--- src/ahi_regs.svh ---
// Pin positions, reset values and timing counts of the host interface
`ifndef AHI_REGS_SVH
`define AHI_REGS_SVH

////////////////////////////////////////////////////////////////////////
// Timing
`define AHI_CLK_PS      4000
`define AHI_CONV_NS     3000
`define AHI_CONV_CYC    ((`AHI_CONV_NS * 1000 + `AHI_CLK_PS - 1) / `AHI_CLK_PS)

////////////////////////////////////////////////////////////////////////
// Data path sizes
`define AHI_WORD_W      16
`define AHI_FIFO_DEPTH  32
`define AHI_CHANNELS    6

////////////////////////////////////////////////////////////////////////
// Shared pin positions on the data bus
`define AHI_PIN_SEL_A   0
`define AHI_PIN_SCLK    6
`define AHI_PIN_CHAIN   7
`define AHI_PIN_DOUT_A  8
`define AHI_PIN_WR_LO   8
`define AHI_PIN_WR_HI   15

////////////////////////////////////////////////////////////////////////
// Reset values
`define AHI_SYNC_RST    21'h0_0007
`define AHI_CTRL_RST    8'h00
`define AHI_REF_RST     1'h1

`endif

--- src/ahi_pkg.sv ---
// Types shared by the host interface block
package ahi_pkg;

  typedef enum logic [1:0] {
    AHI_IDLE,
    AHI_CONV,
    AHI_PUSH
  } ahi_state_t;

  typedef struct packed {
    logic [20:0]       s1;
    logic [20:0]       s2;
    logic [20:0]       s3;
    logic [20:0]       flt;
    ahi_state_t        st;
    logic [15:0]       cnt;
    logic [2:0]        mask;
    logic [2:0]        ch;
    logic              push_v;
    logic [15:0]       push_d;
    logic              pop_req;
    logic              ser_load;
    logic [1:0]        lane;
    logic [2:0][15:0]  shift;
    logic [15:0]       pword;
    logic [15:0]       dbo;
    logic [15:0]       dboe;
    logic              busy;
    logic              ref_en;
    logic              chain_en;
    logic [7:0]        ctrl;
  } ahi_core_t;

endpackage : ahi_pkg

--- src/ahi_fifo.sv ---
// Result FIFO between the converter side and the read side
`timescale 1ns/1ps

module ahi_fifo #(
  parameter int WIDTH = 16,
  parameter int DEPTH = 32
) (
  input  wire logic             clk,
  input  wire logic             rst,
  input  wire logic             in_valid,
  output logic                  in_ready,
  input  wire logic [WIDTH-1:0] in_data,
  output logic                  out_valid,
  input  wire logic             out_ready,
  output logic [WIDTH-1:0]      out_data
);

  // DEPTH must be a power of two; pointers wrap on their extra bit
  localparam int AW = $clog2(DEPTH);
  localparam logic [AW:0] FULL = (AW+1)'(DEPTH);

  typedef struct packed {
    logic [DEPTH-1:0][WIDTH-1:0] mem;
    logic [AW:0]                 wp;
    logic [AW:0]                 rp;
  } ahi_fifo_st_t;

  ahi_fifo_st_t q;
  ahi_fifo_st_t next_q;
  logic [AW:0]  used;

  assign used      = q.wp - q.rp;
  assign in_ready  = (used != FULL);
  assign out_valid = (q.wp != q.rp);
  assign out_data  = q.mem[q.rp[AW-1:0]];

  always_comb begin
    next_q = q;
    if (in_valid && in_ready) begin
      next_q.mem[q.wp[AW-1:0]] = in_data;
      next_q.wp = q.wp + 1'b1;
    end
    if (out_valid && out_ready) begin
      next_q.rp = q.rp + 1'b1;
    end
  end

  always_ff @(posedge clk or posedge rst) begin
    if (rst) begin
      q <= '0;
    end else begin
      q <= next_q;
    end
  end

endmodule : ahi_fifo

--- src/ahi_pins.sv ---
// Host-facing pins of the six-channel converter: read, write, busy, serial
`timescale 1ns/1ps
`include "ahi_regs.svh"

// Overview of operation
// - Parallel read drives result on data bus
// - Parallel write captures upper byte into control
// - Serial frame select falling outputs result MSB
// - Write strobe writes control only when hardware-select high
// - Hardware-select low: write pin sets internal reference
// - Busy high from start until results latched
// - Mode pin: low parallel, high serial
// - Serial mode remaps outputs, lane selects, chain enable
// - Lane-select pins are three-state outputs in parallel
// - Lane A select enables lane A; hold high
// - Lane B select adds second serial lane
// - Lane C select adds third serial lane
// - Start rising edge puts pair into conversion
// - Bit eight carries serial data with lane A
module ahi_pins #(
  parameter int CONV_CYCLES = `AHI_CONV_CYC,
  parameter int FIFO_DEPTH  = `AHI_FIFO_DEPTH
) (
  input  wire logic        clk,
  input  wire logic        rst,
  input  wire logic        cs_n,
  input  wire logic        rd_n,
  input  wire logic        wr_n,
  input  wire logic        hw_sw_select,
  input  wire logic        serial_parallel_select,
  input  wire logic [2:0]  pair_conversion_start,
  input  wire logic [15:0] data_bus_bit_in,
  input  wire logic [95:0] chan_data,
  output logic [15:0]      data_bus_bit_out,
  output logic [15:0]      data_bus_bit_oe,
  output logic             busy,
  output logic             internal_ref_enable,
  output logic             chain_mode_enable,
  output logic [7:0]       ctrl_reg
);

  ////////////////////////////////////////////////////////////////////////
  // Positions inside the synchronised pin vector
  localparam int I_CS   = 0;
  localparam int I_RD   = 1;
  localparam int I_WR   = 2;
  localparam int I_SCLK = 3;
  localparam int I_SEL  = 4;
  localparam int I_CHN  = 7;
  localparam int I_CV   = 8;
  localparam int I_SER  = 11;
  localparam int I_HW   = 12;
  localparam int I_DH   = 13;
  localparam int DA     = `AHI_PIN_DOUT_A;
  localparam int WW     = `AHI_WORD_W;
  localparam logic [15:0] CNT_LOAD = 16'(CONV_CYCLES - 1);
  localparam logic [2:0]  CH_END   = 3'(`AHI_CHANNELS);

  ahi_pkg::ahi_core_t q;
  ahi_pkg::ahi_core_t next_q;

  logic [20:0] raw;
  logic [20:0] f;
  logic        rd_fall;
  logic        cs_fall;
  logic        sclk_fall;
  logic        wr_rise;
  logic [2:0]  cv_rise;
  logic        fifo_in_ready;
  logic        fifo_out_valid;
  logic [15:0] fifo_out_data;

  ////////////////////////////////////////////////////////////////////////
  // Pin sampling; a change counts once stages two and three agree
  assign raw = {data_bus_bit_in[`AHI_PIN_WR_HI:`AHI_PIN_WR_LO],
                hw_sw_select,
                serial_parallel_select,
                pair_conversion_start,
                data_bus_bit_in[`AHI_PIN_CHAIN],
                data_bus_bit_in[`AHI_PIN_SEL_A+2:`AHI_PIN_SEL_A],
                data_bus_bit_in[`AHI_PIN_SCLK],
                wr_n,
                rd_n,
                cs_n};

  assign f = (q.s3 & ~(q.s2 ^ q.s3)) | (q.flt & (q.s2 ^ q.s3));

  // Read strobe is ignored in serial mode, where the host parks it low
  assign rd_fall   = !f[I_SER] && (q.flt[I_CS] || q.flt[I_RD]) &&
                     !(f[I_CS] || f[I_RD]);
  assign cs_fall   = f[I_SER] && q.flt[I_CS] && !f[I_CS];
  assign sclk_fall = q.flt[I_SCLK] && !f[I_SCLK];
  assign wr_rise   = f[I_HW] && !f[I_SER] && !q.flt[I_CS] &&
                     !q.flt[I_WR] && f[I_WR];
  assign cv_rise   = f[I_CV+2:I_CV] & ~q.flt[I_CV+2:I_CV];

  ////////////////////////////////////////////////////////////////////////
  // Result FIFO; a full FIFO holds busy high until the reader drains it
  ahi_fifo #(
    .WIDTH (WW),
    .DEPTH (FIFO_DEPTH)
  ) u_fifo (
    .clk       (clk),
    .rst       (rst),
    .in_valid  (q.push_v),
    .in_ready  (fifo_in_ready),
    .in_data   (q.push_d),
    .out_valid (fifo_out_valid),
    .out_ready (q.pop_req),
    .out_data  (fifo_out_data)
  );

  ////////////////////////////////////////////////////////////////////////
  // Next state
  always_comb begin
    next_q = q;
    next_q.s1  = raw;
    next_q.s2  = q.s1;
    next_q.s3  = q.s2;
    next_q.flt = f;

    next_q.chain_en = f[I_SER] && f[I_CHN];
    if (!f[I_HW]) begin
      next_q.ref_en = f[I_WR];
    end
    // Upper byte sampled one cycle before the strobe rises
    if (wr_rise) begin
      next_q.ctrl = q.flt[I_DH+7:I_DH];
    end

    // Conversion sequence
    case (q.st)
      ahi_pkg::AHI_IDLE: begin
        // Edges while busy are dropped; the host must not send them
        if (|cv_rise) begin
          next_q.st   = ahi_pkg::AHI_CONV;
          next_q.mask = cv_rise;
          next_q.cnt  = CNT_LOAD;
          next_q.busy = 1'b1;
        end
      end
      ahi_pkg::AHI_CONV: begin
        if (q.cnt == 16'h0000) begin
          next_q.st = ahi_pkg::AHI_PUSH;
          next_q.ch = 3'h0;
        end else begin
          next_q.cnt = q.cnt - 16'h0001;
        end
      end
      ahi_pkg::AHI_PUSH: begin
        if (!q.push_v || fifo_in_ready) begin
          next_q.push_v = 1'b0;
          if (q.ch == CH_END) begin
            next_q.st   = ahi_pkg::AHI_IDLE;
            next_q.busy = 1'b0;
          end else begin
            next_q.push_v = q.mask[q.ch[2:1]];
            next_q.push_d = chan_data[q.ch*WW +: WW];
            next_q.ch     = q.ch + 3'h1;
          end
        end
      end
      default: begin
        next_q.st   = ahi_pkg::AHI_IDLE;
        next_q.busy = 1'b0;
      end
    endcase

    ////////////////////////////////////////////////////////////////////
    // Read side: one pop per parallel read, one per serial lane
    if (q.pop_req) begin
      if (q.ser_load) begin
        // Empty FIFO shifts out zeros rather than stale data
        next_q.shift[q.lane] = fifo_out_valid ? fifo_out_data : '0;
        if (q.lane == 2'h0 && f[I_SEL+1]) begin
          next_q.lane = 2'h1;
        end else if (q.lane != 2'h2 && f[I_SEL+2]) begin
          next_q.lane = 2'h2;
        end else begin
          next_q.ser_load = 1'b0;
        end
        next_q.pop_req = next_q.ser_load;
      end else begin
        if (fifo_out_valid) begin
          next_q.pword = fifo_out_data;
        end
        next_q.pop_req = 1'b0;
      end
    end
    if (rd_fall) begin
      next_q.pop_req  = 1'b1;
      next_q.ser_load = 1'b0;
    end
    if (cs_fall) begin
      next_q.pop_req  = 1'b1;
      next_q.ser_load = 1'b1;
      next_q.lane     = 2'h0;
      next_q.shift    = '0;
    end
    // Frame closed early: loading stops; the words for the remaining lanes stay in the FIFO
    if (f[I_SER] && f[I_CS] && q.ser_load) begin
      next_q.ser_load = 1'b0;
      next_q.pop_req  = 1'b0;
    end
    if (sclk_fall && f[I_SER] && !f[I_CS] && !q.flt[I_CS] &&
        !q.ser_load) begin
      for (int k = 0; k < 3; k++) begin
        next_q.shift[k] = {q.shift[k][14:0], 1'b0};
      end
    end

    ////////////////////////////////////////////////////////////////////
    // Pin drive
    if (f[I_SER]) begin
      next_q.dbo  = '0;
      next_q.dboe = '0;
      for (int k = 0; k < 3; k++) begin
        next_q.dbo[DA+k]  = next_q.shift[k][15];
        next_q.dboe[DA+k] = !f[I_CS] && f[I_SEL+k];
      end
    end else begin
      next_q.dbo  = next_q.pword;
      next_q.dboe = {16{!f[I_CS] && !f[I_RD]}};
    end
  end

  always_ff @(posedge clk or posedge rst) begin
    if (rst) begin
      q        <= '0;
      q.s1     <= `AHI_SYNC_RST;
      q.s2     <= `AHI_SYNC_RST;
      q.s3     <= `AHI_SYNC_RST;
      q.flt    <= `AHI_SYNC_RST;
      q.ctrl   <= `AHI_CTRL_RST;
      q.ref_en <= `AHI_REF_RST;
    end else begin
      q <= next_q;
    end
  end

  assign data_bus_bit_out    = q.dbo;
  assign data_bus_bit_oe     = q.dboe;
  assign busy                = q.busy;
  assign internal_ref_enable = q.ref_en;
  assign chain_mode_enable   = q.chain_en;
  assign ctrl_reg            = q.ctrl;

  ////////////////////////////////////////////////////////////////////////
  // Checks
  AST_PAR_OE: assert property (
    @(posedge clk) disable iff (rst)
    (!q.flt[I_SER] && !q.flt[I_CS] && !q.flt[I_RD])
      |-> data_bus_bit_oe == 16'hFFFF)
    else $error("Parallel read did not enable the bus");

  AST_CTRL_WR: assert property (
    @(posedge clk) disable iff (rst)
    (q.flt[I_HW] && !q.flt[I_SER] && !$past(q.flt[I_CS]) &&
     $rose(q.flt[I_WR]))
      |-> ctrl_reg == $past(q.flt[I_DH+7:I_DH]))
    else $error("Control byte not captured on write");

  AST_WR_IGNORED: assert property (
    @(posedge clk) disable iff (rst)
    !q.flt[I_HW] |-> $stable(ctrl_reg))
    else $error("Control changed with hardware select low");

  AST_REF_PIN: assert property (
    @(posedge clk) disable iff (rst)
    !q.flt[I_HW] |-> internal_ref_enable == q.flt[I_WR])
    else $error("Reference enable does not follow pin");

  AST_BUSY_RISE: assert property (
    @(posedge clk) disable iff (rst)
    (!$past(busy) && |(q.flt[I_CV+2:I_CV] & ~$past(q.flt[I_CV+2:I_CV])))
      |-> busy)
    else $error("Busy did not rise on conversion start");

  AST_BUSY_HOLD: assert property (
    @(posedge clk) disable iff (rst)
    $rose(busy) |-> busy [*8])
    else $error("Busy dropped during conversion");

  AST_BUSY_DROP: assert property (
    @(posedge clk) disable iff (rst)
    $fell(busy) |-> ($past(q.st) == ahi_pkg::AHI_PUSH && !q.push_v))
    else $error("Busy fell before results were latched");

  AST_SER_MSB: assert property (
    @(posedge clk) disable iff (rst)
    (q.flt[I_SER] && q.flt[I_SEL] && $fell(q.flt[I_CS]))
      |-> data_bus_bit_oe[DA] ##[1:4] !q.ser_load)
    else $error("Serial frame did not present lane A");

  AST_LANE_B: assert property (
    @(posedge clk) disable iff (rst)
    q.flt[I_SER]
      |-> data_bus_bit_oe[DA+1] == (!q.flt[I_CS] && q.flt[I_SEL+1]))
    else $error("Lane B enable wrong");

  AST_LANE_C: assert property (
    @(posedge clk) disable iff (rst)
    q.flt[I_SER]
      |-> data_bus_bit_oe[DA+2] == (!q.flt[I_CS] && q.flt[I_SEL+2]))
    else $error("Lane C enable wrong");

  AST_SHIFT: assert property (
    @(posedge clk) disable iff (rst)
    ($fell(q.flt[I_SCLK]) && q.flt[I_SER] && !q.flt[I_CS] &&
     !$past(q.flt[I_CS]) && !$past(q.ser_load))
      |-> data_bus_bit_out[DA] == $past(q.shift[0][14]))
    else $error("Serial lane A did not shift");

  AST_SER_PINS: assert property (
    @(posedge clk) disable iff (rst)
    q.flt[I_SER]
      |-> (data_bus_bit_oe[7:0] == 8'h00 && data_bus_bit_oe[15:11] == 5'h00))
    else $error("Non-lane pin driven in serial mode");

endmodule : ahi_pins

--- config.mk ---
export PLATFORM = sky130hd
export DESIGN_NAME = ahi_pins
export DESIGN_NICKNAME = d
export VERILOG_FILES = /design/src/ahi_pkg.sv /design/src/ahi_fifo.sv /design/src/ahi_pins.sv
export VERILOG_INCLUDE_DIRS = /design/src
export SDC_FILE = /design/constraint.sdc
export NUM_CORES = 2
export LEC_CHECK = 0
export BUFFER_PORTS_ARGS = -buffer_cell sky130_fd_sc_hd__buf_2
export CAP_MARGIN = 20
export CORE_MARGIN = 3
export CORE_UTILIZATION = 45
export CTS_BUF_LIST = sky130_fd_sc_hd__clkbuf_4 sky130_fd_sc_hd__clkbuf_8 sky130_fd_sc_hd__clkbuf_16
export CTS_CLUSTER_DIAMETER = 50
export DETAILED_ROUTE_END_ITERATION = 8
export GPL_ROUTABILITY_DRIVEN = 0
export PLACE_DENSITY_LB_ADDON = 0.12
export SLEW_MARGIN = 5
export SYNTH_ARGS = -nofsm -noshare
export SYNTH_HDL_FRONTEND = slang
export SYNTH_SLANG_ARGS = --single-unit
--- constraint.sdc ---
create_clock -name clk -period 27.5 [get_ports clk]
set_input_delay 1.375 -clock clk [delete_from_list [all_inputs] [get_ports clk]]
set_output_delay 1.375 -clock clk [all_outputs]
set_load 0.02 [all_outputs]
## Yosys cells after proc, flatten, opt, wreduce, memory -nomap -nowiden

Index checks and enable logic that the tools add are counted.

- ROM bits: 0
- Memory bits (writable): 0
- Word-level logic and storage cells: 192
- Register bits after elaboration: 760
- Latch bits: 0
- Output and inout bits: 43
- Memories kept: 0
- Input bits: 122

- Add/sub/neg operators: 5
- $mul: 0
- Eq/ne operators: 12
- Div/mod/pow operators: 0
- Shifts and indexed selects: 1
- Order comparisons: 6
- Multiplexer cells: 40
- Bitwise gates (word level): 9
- Reduce and logical (&&, ||, !) cells: 59

Operator list:

| operator | count |
|---|---|
| $bwmux 512 | 1 |
| $mux 16 | 7 |
| $shiftx 96x8->16 | 1 |
| $bmux 16 s5 | 1 |
| $demux 16 s5 | 1 |
| $mux 68 | 1 |
| $mux 52 | 1 |
| $mux 51 | 1 |
| $bwmux 48 | 1 |
| $mux 48 | 1 |
| $and 21x21->21 | 2 |
| $mux 20 | 2 |
| $demux 16 s2 | 1 |
| $mux 32 | 1 |
| $pmux 16 s2 | 1 |
| $logic_and 1x1->1 | 26 |
| $mux 21 | 1 |
| $not 21->21 | 1 |
| $or 21x21->21 | 1 |
| $xor 21x21->21 | 1 |
| $logic_not 16->1 | 1 |
| $sub 16x1->16 const B | 1 |
| $mux 2 | 7 |
| $ne 2x2->1 const B | 7 |
| other kinds (31) | 63 |

## Longest topological paths before layout

- Word-level depth: 13
- Depth in mapped cells: 14
- Gate-level depth less buffers: 8

## Cells and area by module

A second synthesis with hierarchy kept.

- Cell total of the unflattened synthesis: 2287
- Area, all modules: 35006.1 µm²

By module, submodules not included:

| module | area each (µm²) | instances | seq. area each (µm²) | cells each |
|---|---|---|---|---|
| ahi_fifo | 25489.4 | 1 | 13112.6 | 1517 |
| ahi_pins | 9516.6 | 1 | 5621.6 | 770 |

## Worst setup path before layout

OpenSTA, ideal clock, no wires.

- Path kind: register to register
- Start point: register u_fifo.q[2] (netlist name)
- End point: register u_fifo.q[412] (netlist name)
- Period minus slack after synthesis: 3.154 ns
- Data required time: 27.372 ns
- Arrival time: 3.026 ns
- Slack: 24.346 ns
- Library setup time: 0.128 ns
- Path buffers: 6
- Cell stages (with the launch flop): 15
- Cell sequence: dfrtp_1 -> buf_2 -> buf_2 -> buf_2 -> inv_1 -> ha_1 -> o21ai_0 -> a21oi_1 -> o32a_1 -> a211o_1 -> buf_6 -> buf_6 -> nand2_4 -> buf_4 -> mux2_1

- Longest elaborated chain between the ends: 3

Ends and longest elaborated chain:

| what | line | RTL |
|---|---|---|
| from (decl) | ahi_fifo.sv:28 | `ahi_fifo_st_t q;` |
| from (signal assigned) | ahi_fifo.sv:52 | `q <= next_q;` |
| $sub 6x6->6 | ahi_fifo.sv:32 | `assign used = q.wp - q.rp;` |
| $ne 6x6->1 | ahi_fifo.sv:33 | `assign in_ready = (used != FULL);` |
| $logic_and 1x1->1 | ahi_fifo.sv:39 | `if (in_valid && in_ready) begin` |

No other way between the ends.
A chain may end at the register's enable or synchronous reset.

==> impl_metrics.env <==
export IMPL_grt_overflow=0
export IMPL_synth_seq_cells=748
export IMPL_rrSetupSlack_ns=22.95
export IMPL_fin_hold_ws_ns=0.3426
export IMPL_hold_path_class="reg -> reg"
export IMPL_layout_nets=2597
export IMPL_cts_root_buf="clkbuf_16"
export IMPL_maxSlewViolCount=0
export IMPL_dieWidth_um=279.7
export IMPL_switchingPower_mw=1.287
export IMPL_cp_max_fo=103
export IMPL_via_per_inst=5.648
export IMPL_routed_via_count=19760
export IMPL_r2r_end="data_bus_bit_out[5]$_DFF_PP0_"
export IMPL_maxCapViolations=0
export IMPL_grt_busiest_layer="met2"
export IMPL_yosysSeqAreaShare=0.5556
export IMPL_antenna_found_initial=2
export IMPL_die_y_um=279.7
export IMPL_skew_ns=0.01969
export IMPL_cp_slowest_cell="dfrtp_4"
export IMPL_fin_crit_sh=0.1656
export IMPL_vdd_drop_max_mv=0.08113
export IMPL_slowest_delay_ns=0.74
export IMPL_switching_share=0.3394
export IMPL_cts_hold_buf=0
export IMPL_hpwl_um=48750
export IMPL_avgSynthCellArea_um2=14.20
export IMPL_ant_nets=0
export IMPL_power_frac_comb=0.286
export IMPL_core_area_um2=73580
export IMPL_dieArea_um2=78250
export IMPL_setup_tns_ns=0
export IMPL_cts_tree="yes"
export IMPL_syn_area_um2=33720
export IMPL_final_cell_mix="dfrtp_1, mux2_2, mux2_1"
export IMPL_grt_pass1_wl_um=125300
export IMPL_ctsResizeCount=0
export IMPL_status="completed"
export IMPL_grt_start_max_net_pins=185
export IMPL_syn2layout_area_growth_pct=13.25
export IMPL_wirelength_um=80360
export IMPL_synth_top_cell_area_share=0.5455
export IMPL_largest_register_ffs=524
export IMPL_grt_pass1_vias=20980
export IMPL_use_met1=0.2875
export IMPL_grtUsageMet2=0.3438
export IMPL_internal_power_mw=2.505
export IMPL_largest_register="u_fifo.q"
export IMPL_yosys_warnings=0
export IMPL_cts_sinks=748
export IMPL_hold_start="next_q[200]$_DFF_PP0_"
export IMPL_synth_top_flop_cell="dfrtp_1"
export IMPL_p_leak_nw=18.22
export IMPL_critPathCaptureType="flop"
export IMPL_fmax_ghz=0.2196
export IMPL_hold_depth=0
export IMPL_clk_pin_slew_ns=0.06
export IMPL_cp_data_required_time_ns=28.02
export IMPL_cts_buffers=93
export IMPL_r2r_start="u_fifo.q[0]$_DFFE_PP0P_"
export IMPL_start_util=0.4583
export IMPL_cts_buffer_depth=3
export IMPL_wl_per_cell_um=22.97
export IMPL_crit_type="reg -> reg"
export IMPL_layout_commonest_cell="dfrtp_1"
export IMPL_critPathArrivalTime_ns=5.08
export IMPL_synthesis_nets=2507
export IMPL_grt_usage=0.2089
export IMPL_port_buffers=161
export IMPL_drc=0
export IMPL_async_flop_share=1.000
export IMPL_drt_iter0_drc=1161
export IMPL_rsz0062_at_grt="false"
export IMPL_power_density_nw_per_um2=99.29
export IMPL_yosysUniqueCellTypes=71
export IMPL_seq_power_share=0.386
export IMPL_syn_inst=2374
export IMPL_insertion_delay_ns=0.64
export IMPL_worstHoldEndpoint="next_q[179]$_DFF_PP0_"
export IMPL_final_hold_viol_count=0
export IMPL_yosysTopAreaCell="dfrtp_1"
export IMPL_io_pins=165
export IMPL_p_clk_frac=0.328
export IMPL_ff2ff_path_depth=8
export IMPL_drive_above_1_share=0.3324
export IMPL_maxSlewHeadroom=0.2950
export IMPL_critical_path_startpoint="u_fifo.q[0]$_DFFE_PP0P_"
export IMPL_yosys_top_cells_area="dfrtp_1, mux2_2, mux2_1"
export IMPL_setup_violations=0
export IMPL_cts_setup_buffers=0
export IMPL_rows=99
export IMPL_htreeDepth=3
export IMPL_tightestPinTransition_ns=1.058
export IMPL_critPathLaunchType="flop"
export IMPL_dr_pass1_iters=5
export IMPL_synth_edf_count=0
export IMPL_post_route_min_period_ns=4.554
export IMPL_crit_chain="buf_4, buf_12, mux4_2, a22o_1, a2111oi_2, a21oi_1, mux2_2, and2_1"
export IMPL_met3_usage=0.03734
[how the worst max path moves through the flow]
| stage | to | cells after the start |
|---|---|---|
| CTS | data_bus_bit_out[2]$_DFF_PP0_ | 8 |
| floorplan | asynchronous set/reset pin | 1 |
| finish | data_bus_bit_out[5]$_DFF_PP0_ | 8 |
| detailed placement | data_bus_bit_oe[8]$_DFF_PP0_ | 5 |
| global route | data_bus_bit_out[5]$_DFF_PP0_ | 8 |
| global placement | q[78]$_DFFE_PP0P_ | 5 |
[metrics by stage]
| step | worst slack (ns) | cell area (µm²) | power, mW | cells | utilization |
|---|---|---|---|---|---|
| 2_1_floorplan | 5.155 | 33720 | 2.222 | 2374 | - |
| 5_1_grt | 22.67 | 38180 | 3.992 | 3498 | 0.5189 |
| 6_report | 22.95 | 38190 | 3.791 | 3499 | 0.5190 |
| 3_5_place_dp | 22.22 | 34790 | 2.564 | 3320 | 0.4728 |
| 4_1_cts | 22.82 | 38000 | 3.820 | 3490 | 0.5164 |
| 3_3_place_gp | 22.34 | 34790 | 2.526 | 3320 | 0.4728 |
[power by group through the flow]
stage                     logic, mW  registers (mW)  clock network [mW]
after global placement         1.03            1.49                   0
final                          1.08            1.47                1.24
after CTS                      1.06            1.49                1.27
after floorplan               0.821            1.40                   0
after detailed placement       1.06            1.51                   0
after global routing           1.17            1.49                1.32
[logic make-up (layout without fill, tap and decap cells)]
group,after synthesis,after routing,synth area share
XOR/XNOR,21,21,0.005455
AND/OR/NAND/NOR,335,335,0.05206
buffers and inverters,238,403,0.04097
AO/OA/AOI/OAI,250,250,0.05210
multiplexers,751,751,0.2838
adder cells (fa/ha/maj),31,31,0.01002
flip-flops,748,748,0.5556
other,0,1,0
[synth_stat cells, drive strengths merged, types with 3 or more instances]
library cell  count
a22oi            20
a31oi            29
mux4            108
mux2            559
o221ai           13
buf             120
nand2           118
nor2b             9
o31ai             4
o31a              3
inv              26
nand4            11
o22ai            31
nand3b           10
clkbuf           90
and3              5
dfstp            13
nand3            19
nor2            110
xor2              8
xnor2            13
nand2b            7
ha               11
o21a              3
maj3             20
mux2i            84
o22a              4
nor3             11
a22o             13
dfrtp           735
a2111oi          14
o21ai            16
o211ai            3
and2             19
or3               6
a21oi            73
[worst max-delay path, delay by kind of cell (launching register included)]
kind | cells | cell delay, ns
simple gates | 1 | 0.15
flops | 1 | 0.74
compound gates | 3 | 1.15
buf+inv | 2 | 1.18
mux | 2 | 0.93
[routing by layer]
| metal | share of wire | wire length [µm] |
|---|---|---|
| met3 | 0.042 | 3407 |
| met2 | 0.48 | 38500 |
| met1 | 0.45 | 36430 |
| met5 | 0 | 0 |
| met4 | 0.025 | 2011 |
[cell type report]
class	count	area, µm²
flip-flops and latches	748	18740
well taps	959	1200
fillers	6292	35390
inverters	28	112.6
clock inverters	46	559.3
multi-input cells	1388	13630
repair buffers	205	1285
clock buffers	124	2654
diodes	1	2.502
No activity file was read; power rests on OpenSTA's default activity.
